==> src/logic/ddrpc_pkg.sv <==
// Package for the DDR2 power-state and command sequencer (host side).
// Assumes a 25 MHz system clock; nanosecond timing counts are derived from it here.
package ddrpc_pkg;

  // Clock period in ns
  localparam int CLK_NS = 40;

  // Timing in their own units, then cycle counts (least times round up)
  localparam int CKE_MIN_CLK_I = 3;
  localparam int XSRD_CLK_I    = 200;
  localparam int XSNR_NS       = 200;
  localparam int MRD_CLK_I     = 2;
  localparam int RCD_NS        = 15;
  localparam int RP_NS         = 15;
  localparam int RFC_NS        = 75;
  localparam int BURST_CLK_I   = 4;
  localparam int REFI_NS       = 7800;

  localparam int XSNR_CLK_I = (XSNR_NS + CLK_NS - 1) / CLK_NS;
  localparam int RCD_CLK_I  = (RCD_NS + CLK_NS - 1) / CLK_NS;
  localparam int RP_CLK_I   = (RP_NS + CLK_NS - 1) / CLK_NS;
  localparam int RFC_CLK_I  = (RFC_NS + CLK_NS - 1) / CLK_NS;
  // Longest stay in power-down: rounds down
  localparam int PD_MAX_CLK_I = REFI_NS / CLK_NS;

  localparam logic [1:0] CKE_MIN_CLK = 2'(CKE_MIN_CLK_I - 1);
  localparam logic [7:0] XSRD_CLK    = 8'(XSRD_CLK_I);
  localparam logic [7:0] XSNR_CLK    = 8'(XSNR_CLK_I);
  localparam logic [7:0] MRD_CLK     = 8'(MRD_CLK_I);
  localparam logic [7:0] RCD_CLK     = 8'(RCD_CLK_I);
  localparam logic [7:0] RP_CLK      = 8'(RP_CLK_I);
  localparam logic [7:0] RFC_CLK     = 8'(RFC_CLK_I);
  localparam logic [7:0] BURST_CLK   = 8'(BURST_CLK_I);
  localparam logic [7:0] PD_MAX_CLK  = 8'(PD_MAX_CLK_I);

  // Register byte offsets
  localparam logic [3:0] REG_CMD    = 4'h0;
  localparam logic [3:0] REG_CFG    = 4'h4;
  localparam logic [3:0] REG_STATUS = 4'h8;
  localparam logic [3:0] REG_ROW    = 4'hC;

  // Command register fields
  localparam int CMD_OP_LSB   = 0;
  localparam int CMD_BA_LSB   = 4;
  localparam int CMD_AP_BIT   = 6;
  localparam int CMD_ADDR_LSB = 16;

  // Config register fields
  localparam int CFG_ODT_LVL = 0;
  localparam int CFG_ODT_EN  = 1;
  localparam int CFG_DM_LSB  = 2;
  localparam int CFG_OCD     = 4;
  localparam int CFG_AL_LSB  = 5;
  localparam int CFG_SEL_LSB = 8;

  // Status register fields
  localparam int ST_BUSY     = 0;
  localparam int ST_PD       = 1;
  localparam int ST_SR       = 2;
  localparam int ST_OPEN_LSB = 4;
  localparam int ST_ERR      = 8;
  localparam int ST_RDHOLD   = 9;
  localparam int ST_CKE      = 10;

  // Software operation codes
  localparam logic [3:0] OP_NOP      = 4'h0;
  localparam logic [3:0] OP_MRS      = 4'h1;
  localparam logic [3:0] OP_ACT      = 4'h2;
  localparam logic [3:0] OP_READ     = 4'h3;
  localparam logic [3:0] OP_PRE      = 4'h4;
  localparam logic [3:0] OP_REF      = 4'h5;
  localparam logic [3:0] OP_PD_ENTER = 4'h6;
  localparam logic [3:0] OP_SR_ENTER = 4'h7;
  localparam logic [3:0] OP_EXIT     = 4'h8;

  // Command strobes, all active low
  typedef struct packed {
    logic cs_n;
    logic ras_n;
    logic cas_n;
    logic we_n;
  } ddrpc_cmd_t;

  localparam ddrpc_cmd_t CMD_NOP  = 4'h7;
  localparam ddrpc_cmd_t CMD_MRS  = 4'h0;
  localparam ddrpc_cmd_t CMD_REF  = 4'h1;
  localparam ddrpc_cmd_t CMD_PRE  = 4'h2;
  localparam ddrpc_cmd_t CMD_ACT  = 4'h3;
  localparam ddrpc_cmd_t CMD_READ = 4'h5;

  // Everything driven toward the memory
  typedef struct packed {
    logic        cke;
    ddrpc_cmd_t  cmd;
    logic [1:0]  ba;
    logic [12:0] a;
    logic        termination_control_input;
    logic [1:0]  write_mask_input;
  } ddrpc_pins_t;

  typedef enum logic [2:0] {
    S_IDLE,
    S_WAIT,
    S_PD,
    S_SR
  } ddrpc_state_t;

  // Whole controller state
  typedef struct packed {
    ddrpc_state_t state;
    ddrpc_pins_t  pins;
    logic [7:0]   cnt;
    logic [1:0]   cke_cnt;
    logic [7:0]   pd_cnt;
    logic [7:0]   xsrd_cnt;
    logic [3:0]   bank_open;
    logic         err;
    logic         odt_lvl;
    logic         odt_en;
    logic         output_driver_calibration;
    logic [2:0]   additive_latency;
    logic [1:0]   row_sel;
    logic         waitreq;
    logic [31:0]  rdata;
  } ddrpc_regs_t;

endpackage

==> src/logic/ddrpc_ctrl.sv <==
// DDR2 command and clock-enable sequencer, host side, with Avalon-MM slave.
// Assumes a 25 MHz clk_sys that also clocks the memory and synchronous inputs.
// Behaviour
// - Commands are encoded on select, row, column, write strobes and clock enable.
// - Only deselect or no-op on power-down entry and exit edges.
// - Only deselect or no-op on the self-refresh exit edge.
// - Only deselect or no-op throughout the non-read self-refresh exit delay.
// - No read until 200 clocks after self-refresh exit.
// - No power-down or self refresh while an operation is in progress.
// - Hold each new clock-enable level for at least three edges.
// - Power-down does not refresh, so its duration is limited.
// - Clock enable stays high during output-driver calibration. The code only refuses power-down and self-refresh entry while it is set.
// - No termination in self refresh; drive termination validly in power-down.
// - Produce only legal state and command sequences.
// - Load mode registers only with all banks idle, then wait load delay.
// - A row stays open until precharge; precharge before another row.
//
// The Avalon-MM slave port and the register addresses were decided locally.
`timescale 1ns/1ps
module ddrpc_ctrl (
  // Clock and reset
  input  wire logic        clk_sys,
  input  wire logic        rst_n,
  // Avalon-MM slave
  input  wire logic [3:0]  avs_address,
  input  wire logic        avs_read,
  input  wire logic        avs_write,
  input  wire logic [31:0] avs_writedata,
  output logic      [31:0] avs_readdata,
  output logic             avs_waitrequest,
  // Memory command pins
  output logic             mem_cke,
  output logic             mem_cs_n,
  output logic             mem_ras_n,
  output logic             mem_cas_n,
  output logic             mem_we_n,
  output logic      [1:0]  mem_ba,
  output logic      [12:0] mem_a,
  output logic             termination_control_input,
  output logic      [1:0]  write_mask_input
);

  ddrpc_pkg::ddrpc_regs_t s_q;
  ddrpc_pkg::ddrpc_regs_t s_d;

  logic        take;
  logic        cmd_go;
  logic [3:0]  op;
  logic [1:0]  ba;
  logic        ap;
  logic [12:0] addr;
  logic        all_idle;
  logic        mem_we;
  logic [12:0] row_rd;
  logic [7:0]  rcd_wait;

  // Row remembered per bank, read back through the row register
  ddrpc_row_mem u_row_mem (
    .clk_sys (clk_sys),
    .rst_n   (rst_n),
    .we      (mem_we),
    .waddr   (ba),
    .wdata   (addr),
    .raddr   (s_q.row_sel),
    .rdata_q (row_rd)
  );

  // Field extraction from the command word
  assign op       = avs_writedata[ddrpc_pkg::CMD_OP_LSB +: 4];
  assign ba       = avs_writedata[ddrpc_pkg::CMD_BA_LSB +: 2];
  assign ap       = avs_writedata[ddrpc_pkg::CMD_AP_BIT];
  assign addr     = avs_writedata[ddrpc_pkg::CMD_ADDR_LSB +: 13];
  assign all_idle = (s_q.bank_open == 4'h0);
  assign take     = avs_write && !s_q.waitreq;
  assign cmd_go   = take && (avs_address == ddrpc_pkg::REG_CMD);
  assign mem_we   = cmd_go && (s_q.state == ddrpc_pkg::S_IDLE) && (op == ddrpc_pkg::OP_ACT)
                    && !s_q.bank_open[ba];
  // Additive latency lets a read follow activate sooner
  assign rcd_wait = (ddrpc_pkg::RCD_CLK > 8'(s_q.additive_latency))
                    ? ddrpc_pkg::RCD_CLK - 8'(s_q.additive_latency) : 8'h01;

  // Next-state logic: bus slave, counters, command sequencer
  always_comb begin
    s_d = s_q;
    // Pins fall back to no-op each cycle; only one edge carries a command
    s_d.pins.cmd = ddrpc_pkg::CMD_NOP;
    if (s_q.cnt != 8'h00) s_d.cnt = s_q.cnt - 8'h01;
    if (s_q.cke_cnt != 2'h0) s_d.cke_cnt = s_q.cke_cnt - 2'h1;
    if (s_q.xsrd_cnt != 8'h00) s_d.xsrd_cnt = s_q.xsrd_cnt - 8'h01;

    // Slave answers one cycle after the request appears
    s_d.waitreq = 1'b1;
    if ((avs_read || avs_write) && s_q.waitreq) begin
      s_d.waitreq = 1'b0;
      s_d.rdata   = 32'h0000_0000;
      if (avs_read) begin
        unique case (avs_address)
          ddrpc_pkg::REG_CFG: begin
            s_d.rdata[ddrpc_pkg::CFG_ODT_LVL]      = s_q.odt_lvl;
            s_d.rdata[ddrpc_pkg::CFG_ODT_EN]       = s_q.odt_en;
            s_d.rdata[ddrpc_pkg::CFG_DM_LSB +: 2]  = s_q.pins.write_mask_input;
            s_d.rdata[ddrpc_pkg::CFG_OCD]          = s_q.output_driver_calibration;
            s_d.rdata[ddrpc_pkg::CFG_AL_LSB +: 3]  = s_q.additive_latency;
            s_d.rdata[ddrpc_pkg::CFG_SEL_LSB +: 2] = s_q.row_sel;
          end
          ddrpc_pkg::REG_STATUS: begin
            s_d.rdata[ddrpc_pkg::ST_BUSY]         = (s_q.state == ddrpc_pkg::S_WAIT);
            s_d.rdata[ddrpc_pkg::ST_PD]           = (s_q.state == ddrpc_pkg::S_PD);
            s_d.rdata[ddrpc_pkg::ST_SR]           = (s_q.state == ddrpc_pkg::S_SR);
            s_d.rdata[ddrpc_pkg::ST_OPEN_LSB +: 4] = s_q.bank_open;
            s_d.rdata[ddrpc_pkg::ST_ERR]          = s_q.err;
            s_d.rdata[ddrpc_pkg::ST_RDHOLD]       = (s_q.xsrd_cnt != 8'h00);
            s_d.rdata[ddrpc_pkg::ST_CKE]          = s_q.pins.cke;
          end
          ddrpc_pkg::REG_ROW: s_d.rdata[12:0] = row_rd;
          default: ;
        endcase
      end
    end

    // Register writes: config and error clear
    if (take && avs_address == ddrpc_pkg::REG_CFG) begin
      s_d.odt_lvl               = avs_writedata[ddrpc_pkg::CFG_ODT_LVL];
      s_d.odt_en                = avs_writedata[ddrpc_pkg::CFG_ODT_EN];
      s_d.pins.write_mask_input = avs_writedata[ddrpc_pkg::CFG_DM_LSB +: 2];
      s_d.output_driver_calibration                   = avs_writedata[ddrpc_pkg::CFG_OCD];
      s_d.additive_latency      = avs_writedata[ddrpc_pkg::CFG_AL_LSB +: 3];
      s_d.row_sel               = avs_writedata[ddrpc_pkg::CFG_SEL_LSB +: 2];
    end
    if (take && avs_address == ddrpc_pkg::REG_STATUS && avs_writedata[ddrpc_pkg::ST_ERR]) begin
      s_d.err = 1'b0;
    end

    // Sequencer; any refused command sets the sticky error after the clear
    unique case (s_q.state)
      ddrpc_pkg::S_IDLE: begin
        if (cmd_go) begin
          unique case (op)
            ddrpc_pkg::OP_NOP: ;
            ddrpc_pkg::OP_MRS: begin
              if (all_idle) begin
                s_d.pins.cmd = ddrpc_pkg::CMD_MRS;
                s_d.pins.ba  = ba;
                s_d.pins.a   = addr;
                s_d.cnt      = ddrpc_pkg::MRD_CLK - 8'h01;
                s_d.state    = ddrpc_pkg::S_WAIT;
              end else begin
                s_d.err = 1'b1;
              end
            end
            ddrpc_pkg::OP_ACT: begin
              if (!s_q.bank_open[ba]) begin
                s_d.pins.cmd      = ddrpc_pkg::CMD_ACT;
                s_d.pins.ba       = ba;
                s_d.pins.a        = addr;
                s_d.bank_open[ba] = 1'b1;
                s_d.cnt           = rcd_wait - 8'h01;
                s_d.state         = ddrpc_pkg::S_WAIT;
              end else begin
                s_d.err = 1'b1;
              end
            end
            ddrpc_pkg::OP_READ: begin
              if (s_q.bank_open[ba] && s_q.xsrd_cnt == 8'h00) begin
                s_d.pins.cmd = ddrpc_pkg::CMD_READ;
                s_d.pins.ba  = ba;
                s_d.pins.a   = {2'b00, ap, addr[9:0]};
                if (ap) begin
                  s_d.bank_open[ba] = 1'b0;
                  s_d.cnt = ddrpc_pkg::BURST_CLK + 8'(s_q.additive_latency)
                            + ddrpc_pkg::RP_CLK - 8'h01;
                end else begin
                  s_d.cnt = ddrpc_pkg::BURST_CLK + 8'(s_q.additive_latency) - 8'h01;
                end
                s_d.state = ddrpc_pkg::S_WAIT;
              end else begin
                s_d.err = 1'b1;
              end
            end
            ddrpc_pkg::OP_PRE: begin
              s_d.pins.cmd = ddrpc_pkg::CMD_PRE;
              s_d.pins.ba  = ba;
              s_d.pins.a   = {2'b00, ap, 10'h000};
              if (ap) begin
                s_d.bank_open = 4'h0;
              end else begin
                s_d.bank_open[ba] = 1'b0;
              end
              s_d.cnt   = ddrpc_pkg::RP_CLK - 8'h01;
              s_d.state = ddrpc_pkg::S_WAIT;
            end
            ddrpc_pkg::OP_REF: begin
              if (all_idle) begin
                s_d.pins.cmd = ddrpc_pkg::CMD_REF;
                s_d.cnt      = ddrpc_pkg::RFC_CLK - 8'h01;
                s_d.state    = ddrpc_pkg::S_WAIT;
              end else begin
                s_d.err = 1'b1;
              end
            end
            ddrpc_pkg::OP_PD_ENTER: begin
              // Idle state means nothing is in progress here
              if (!s_q.output_driver_calibration && s_q.cke_cnt == 2'h0) begin
                s_d.pins.cke = 1'b0;
                s_d.cke_cnt  = ddrpc_pkg::CKE_MIN_CLK;
                s_d.pd_cnt   = ddrpc_pkg::PD_MAX_CLK;
                s_d.state    = ddrpc_pkg::S_PD;
              end else begin
                s_d.err = 1'b1;
              end
            end
            ddrpc_pkg::OP_SR_ENTER: begin
              if (all_idle && !s_q.output_driver_calibration && s_q.cke_cnt == 2'h0) begin
                s_d.pins.cke = 1'b0;
                s_d.pins.cmd = ddrpc_pkg::CMD_REF;
                s_d.cke_cnt  = ddrpc_pkg::CKE_MIN_CLK;
                s_d.state    = ddrpc_pkg::S_SR;
              end else begin
                s_d.err = 1'b1;
              end
            end
            default: s_d.err = 1'b1;
          endcase
        end
      end
      ddrpc_pkg::S_WAIT: begin
        // Busy: commands are refused until the delay runs out
        if (cmd_go) s_d.err = 1'b1;
        if (s_q.cnt == 8'h00) s_d.state = ddrpc_pkg::S_IDLE;
      end
      ddrpc_pkg::S_PD: begin
        // Forced exit keeps the array within its refresh interval
        if (s_q.pd_cnt != 8'h00) s_d.pd_cnt = s_q.pd_cnt - 8'h01;
        if (cmd_go && op != ddrpc_pkg::OP_EXIT) s_d.err = 1'b1;
        if (s_q.cke_cnt == 2'h0 && ((cmd_go && op == ddrpc_pkg::OP_EXIT)
                                    || s_q.pd_cnt == 8'h00)) begin
          s_d.pins.cke = 1'b1;
          s_d.cke_cnt  = ddrpc_pkg::CKE_MIN_CLK;
          s_d.state    = ddrpc_pkg::S_IDLE;
        end else if (cmd_go && op == ddrpc_pkg::OP_EXIT) begin
          s_d.err = 1'b1;
        end
      end
      ddrpc_pkg::S_SR: begin
        if (cmd_go && op == ddrpc_pkg::OP_EXIT && s_q.cke_cnt == 2'h0) begin
          s_d.pins.cke = 1'b1;
          s_d.cke_cnt  = ddrpc_pkg::CKE_MIN_CLK;
          s_d.cnt      = ddrpc_pkg::XSNR_CLK - 8'h01;
          s_d.xsrd_cnt = ddrpc_pkg::XSRD_CLK;
          s_d.state    = ddrpc_pkg::S_WAIT;
        end else if (cmd_go) begin
          s_d.err = 1'b1;
        end
      end
      default: s_d.state = ddrpc_pkg::S_IDLE;
    endcase

    // Termination off in self refresh, otherwise always a defined level
    s_d.pins.termination_control_input = (s_d.state == ddrpc_pkg::S_SR) ? 1'b0 :
                                         (s_d.odt_en & s_d.odt_lvl);
  end

  // State register
  always_ff @(posedge clk_sys or negedge rst_n) begin
    if (!rst_n) begin
      s_q                       <= '0;
      s_q.state                 <= ddrpc_pkg::S_IDLE;
      s_q.pins.cke              <= 1'b1;
      s_q.pins.cmd              <= ddrpc_pkg::CMD_NOP;
      s_q.waitreq               <= 1'b1;
    end else begin
      s_q <= s_d;
    end
  end

  // Outputs straight from the state register
  assign avs_readdata              = s_q.rdata;
  assign avs_waitrequest           = s_q.waitreq;
  assign mem_cke                   = s_q.pins.cke;
  assign mem_cs_n                  = s_q.pins.cmd.cs_n;
  assign mem_ras_n                 = s_q.pins.cmd.ras_n;
  assign mem_cas_n                 = s_q.pins.cmd.cas_n;
  assign mem_we_n                  = s_q.pins.cmd.we_n;
  assign mem_ba                    = s_q.pins.ba;
  assign mem_a                     = s_q.pins.a;
  assign termination_control_input = s_q.pins.termination_control_input;
  assign write_mask_input          = s_q.pins.write_mask_input;

endmodule // ddrpc_ctrl

==> src/logic/ddrpc_row_mem.sv <==
// Open-row memory: one row address per bank, registered read port.
// Assumes a single system clock; read data lag the address by one edge.
`timescale 1ns/1ps
module ddrpc_row_mem (
  // Clock and reset
  input  wire logic        clk_sys,
  input  wire logic        rst_n,
  // Write port
  input  wire logic        we,
  input  wire logic [1:0]  waddr,
  input  wire logic [12:0] wdata,
  // Read port
  input  wire logic [1:0]  raddr,
  output logic      [12:0] rdata_q
);

  logic [12:0] mem_q [4];

  // One storage word per bank
  for (genvar i = 0; i < 4; i++) begin : g_entry
    always_ff @(posedge clk_sys) begin
      if (we && waddr == 2'(i)) begin
        mem_q[i] <= wdata;
      end
    end
  end

  // Registered read keeps bus timing independent of the array
  always_ff @(posedge clk_sys or negedge rst_n) begin
    if (!rst_n) begin
      rdata_q <= 13'h0000;
    end else begin
      rdata_q <= mem_q[raddr];
    end
  end

endmodule // ddrpc_row_mem

==> config.mk <==
export PLATFORM = sky130hd
export DESIGN_NAME = ddrpc_ctrl
export DESIGN_NICKNAME = d
export VERILOG_FILES = /design/src/logic/ddrpc_pkg.sv /design/src/logic/ddrpc_ctrl.sv /design/src/logic/ddrpc_row_mem.sv
export SDC_FILE = /design/constraint.sdc
export NUM_CORES = 1
export LEC_CHECK = 0
export BUFFER_PORTS_ARGS = -buffer_cell sky130_fd_sc_hd__buf_2
export CAP_MARGIN = 20
export CORE_MARGIN = 2
export CORE_UTILIZATION = 25
export DETAILED_ROUTE_END_ITERATION = 8
export GPL_TIMING_DRIVEN = 0
export PLACE_DENSITY_LB_ADDON = 0.15
export SYNTH_ARGS = -nofsm -noshare
export SYNTH_HDL_FRONTEND = slang
export SYNTH_SLANG_ARGS = --single-unit
==> constraint.sdc <==
create_clock -name clk_sys -period 3.02 [get_ports clk_sys]
set_input_delay 0.151 -clock clk_sys [delete_from_list [all_inputs] [get_ports clk_sys]]
set_output_delay 0.151 -clock clk_sys [all_outputs]
set_load 0.1 [all_outputs]
==> reports/results.ini <==
[hold_path]
holdPathEnd=s_q[33]$_DFFE_PN0P_
min_path_type=in -> reg
min_from=avs_writedata[8]
worstHoldPathCells=2

[place]
placed_area_sq_um=8040
gp_congestion=0.817
io_buffers=60
dp_hpwl_microns=13900
placedCellCount=1088
post-place-ws_ps=-56.8

[detailed_routing]
routed_wl_microns=18700
avgRoutedWirePerCell_microns=16.4
ant_nets=0
vias_per_cell=4.52
firstDrtPassIters=5
first_iter_violations=289
vias=5134
drc=0

[synthesis]
syn_inst=624
synth_area_sq_um=7110
synth-main-ff-cell=dfrtp_1
ys_warn_count=0
async_flop_share_pct=63.6
synth_cell_types=69
yosysSeqAreaShare_pct=54.1
synth_edf_count=52
synth.top_cells.by_area=dfrtp_1, edfxtp_1, buf_4
syn_avg_cell_area_sq_um=11.4
synth_top_area_cell=dfrtp_1
ys_ff_latch=143
synth_top_area_share_pct=30.3

[floorplan]
die_area_sq_um=29800
rows=61
coreArea_sq_um=27900
ios=96
die_h_microns=173
initial_core_util_pct=25.5
die_w_microns=173

[grt]
grt.overflow.total=0
grtUsageTotal_pct=12.8
grt_pass1_vias=5240
antenna_found_initial=0
grt_start_max_net_pins=51
grt_pass1_wl_microns=29500

[timing]
min_period_ps=2980
tightest_slew_ps=884
layout_setup_ws_ps=40.0
drv_slew=0
hold_viol=0
fin_crit_sh_pct=98.7
finalSetupViolCount=0
rsz0062_at_grt=true
setup_tns_ps=0
clock.fmax_ghz=0.336
relSlewSlack_pct=41.0
whs_ps=32.5
finalClockSkew_ps=14.3

[pwr]
power_density_nw_per_um2=602
p_leak_nw=3.75
vdd_drop_max_mv=0.268
totalPowerFinal_mw=5.30

[worst_setup_path]
worst-path-max-fanout=8
path_cells=or4b_4 > buf_6 > nor3_4 > nand2_1 > nor3_2 > buf_6
path_common_cell=buf_6
path_class=reg -> reg
reg2reg_to=u_row_mem.mem_q[2][11]$_DFFE_PP_
crit_required_ps=3150
r2r-start=avs_waitrequest$_DFF_PN1_
cpPeakStageDelay_ps=680
crit_slowest_cell=nor3_2
crit_buf_inv=2
arrival_ps=3110
crit_family=simple AND/OR/NAND/NOR gates
start_kind=register
reg2reg_depth=6
r2r_slack_ps=40
cp-end-kind=register

[finish]
finalNonFillerCells=1136
syn_to_final_growth_pct=23.7
final_area_sq_um=8790
nNetsFinal=796
num_antenna_cells=0
postLayoutCoreUtil_pct=31.6
layout.filler_cells=2838
drive_gt1_share_pct=27.0

[clock_tree]
clock-sinks=143
cts_tree=done
clockRootBuffer=clkbuf_16
clock_path_buffers=2
numCtsBuffers=17
cts-resized-gates=0
clkTransAtPathRegs_ps=70
cts_htree_levels=4
worstSkewPairLatency_ps=430

[outcome]
status=finished clean

[flow_run]
max_cap_violations=0

flip-flops by register name, summed over array words and instances (netlist names):
signal / count
avs_readdata: 13
avs_waitrequest: 1
mem_a: 13
mem_ba: 2
mem_cas_n: 1
mem_cke: 1
mem_ras_n: 1
mem_we_n: 1
s_q: 42
termination_control_input: 1
u_row_mem.mem_q: 52
u_row_mem.rdata_q: 13
write_mask_input: 2
cells in the final DEF (no fill, tap or decap), types with 4 or more instances in the layout:
cell	Yosys	layout
dfrtp_1	86	86
buf_2	5	64
nand2_1	61	61
edfxtp_1	52	52
buf_4	50	51
o21ai_0	37	37
inv_1	29	29
nor2_1	29	28
conb_1	2	24
a21oi_1	20	20
clkbuf_1	17	17
clkbuf_16	0	17
nor3_1	19	16
mux2_2	16	16
dlygate4sd3_1	0	16
mux4_2	14	14
nand3_1	14	14
mux2i_1	13	13
ha_1	11	11
nand2b_1	10	10
xnor2_1	9	9
a22oi_1	9	9
o31ai_1	8	8
nand4_1	7	7
nor4_1	6	6
inv_8	0	6
nor2b_1	5	5
buf_6	2	5
or3_1	5	5
and3_1	5	5
dfstp_2	5	5
a31oi_1	4	4
how the worst max path moves through the flow:
stage,to,slack (ps),cells after the start,startpoint
5_1_grt,u_row_mem.mem_q[2][0]$_DFFE_PP_,-170,6,avs_waitrequest$_DFF_PN1_
2_1_floorplan,u_row_mem.mem_q[0][0]$_DFFE_PP_,-50,5,avs_waitrequest$_DFF_PN1_
4_1_cts,u_row_mem.mem_q[2][0]$_DFFE_PP_,-30,6,avs_waitrequest$_DFF_PN1_
3_5_place_dp,u_row_mem.mem_q[2][3]$_DFFE_PP_,-60,6,avs_writedata[4]
3_3_place_gp,u_row_mem.mem_q[2][9]$_DFFE_PP_,-1210,5,avs_waitrequest$_DFF_PN1_
6_report,u_row_mem.mem_q[2][11]$_DFFE_PP_,40,6,avs_waitrequest$_DFF_PN1_
layer usage:
layer	routed length, microns	global-route usage [%]
met1	8210	15.5
met3	735	3.01
met5	0	0
met4	205	4.06
met2	9520	22.5
kinds of logic after synthesis:
group                      count (synthesis)  synth area share, %
AOI/OAI and AO/OA                        113                 10.2
other                                      2                0.106
buffers and inverters                    106                 8.54
muxes                                     43                 8.80
xor gates and xnor gates                  12                 1.48
adders and majority gates                 11                 1.94
and+or+nand+nor                          194                 14.9
DFF                                      143                 54.1
worst reg2reg max path: cells and delay by family (launching register included):
kind / cells / cell delay [ps]
buffers and inverters: 2 / 410
DFF: 1 / 400
and+or+nand+nor: 4 / 1890
power by group:
part	internal [mW]	switching (mW)
logic	0.324	0.639
clock network	1.11	0.973
registers	2.14	0.106
total	3.58	1.72
repair_timing:
| item | in CTS | in global routing |
|---|---|---|
| buffers inserted | 0 | 0 |
| setup endpoints to repair | 20 | 35 |
| hold buffers | 15 | 1 |
| hold endpoints to repair | 93 | 4 |
cell usage after synthesis, types with 13 or more instances:
| cell | n |
|---|---|
| nor2_1 | 29 |
| o21ai_0 | 37 |
| a21oi_1 | 20 |
| mux2_2 | 16 |
| inv_1 | 29 |
| nor3_1 | 19 |
| dfrtp_1 | 86 |
| mux4_2 | 14 |
| edfxtp_1 | 52 |
| clkbuf_1 | 17 |
| buf_4 | 50 |
| nand2_1 | 61 |
| mux2i_1 | 13 |
| nand3_1 | 14 |
area by class of cell:
cell class	instances	area [sq um]	area share, %
inverters	29	109	1.24
clock buffers	17	425	4.84
plain buffers	77	498	5.66
well taps	378	473	5.38
clock inverters	15	165	1.88
repair buffers	80	524	5.96
flip-flops and latches	143	3840	43.7
multi-input cells	397	2760	31.3
No activity file was read; power rests on OpenSTA's default activity.
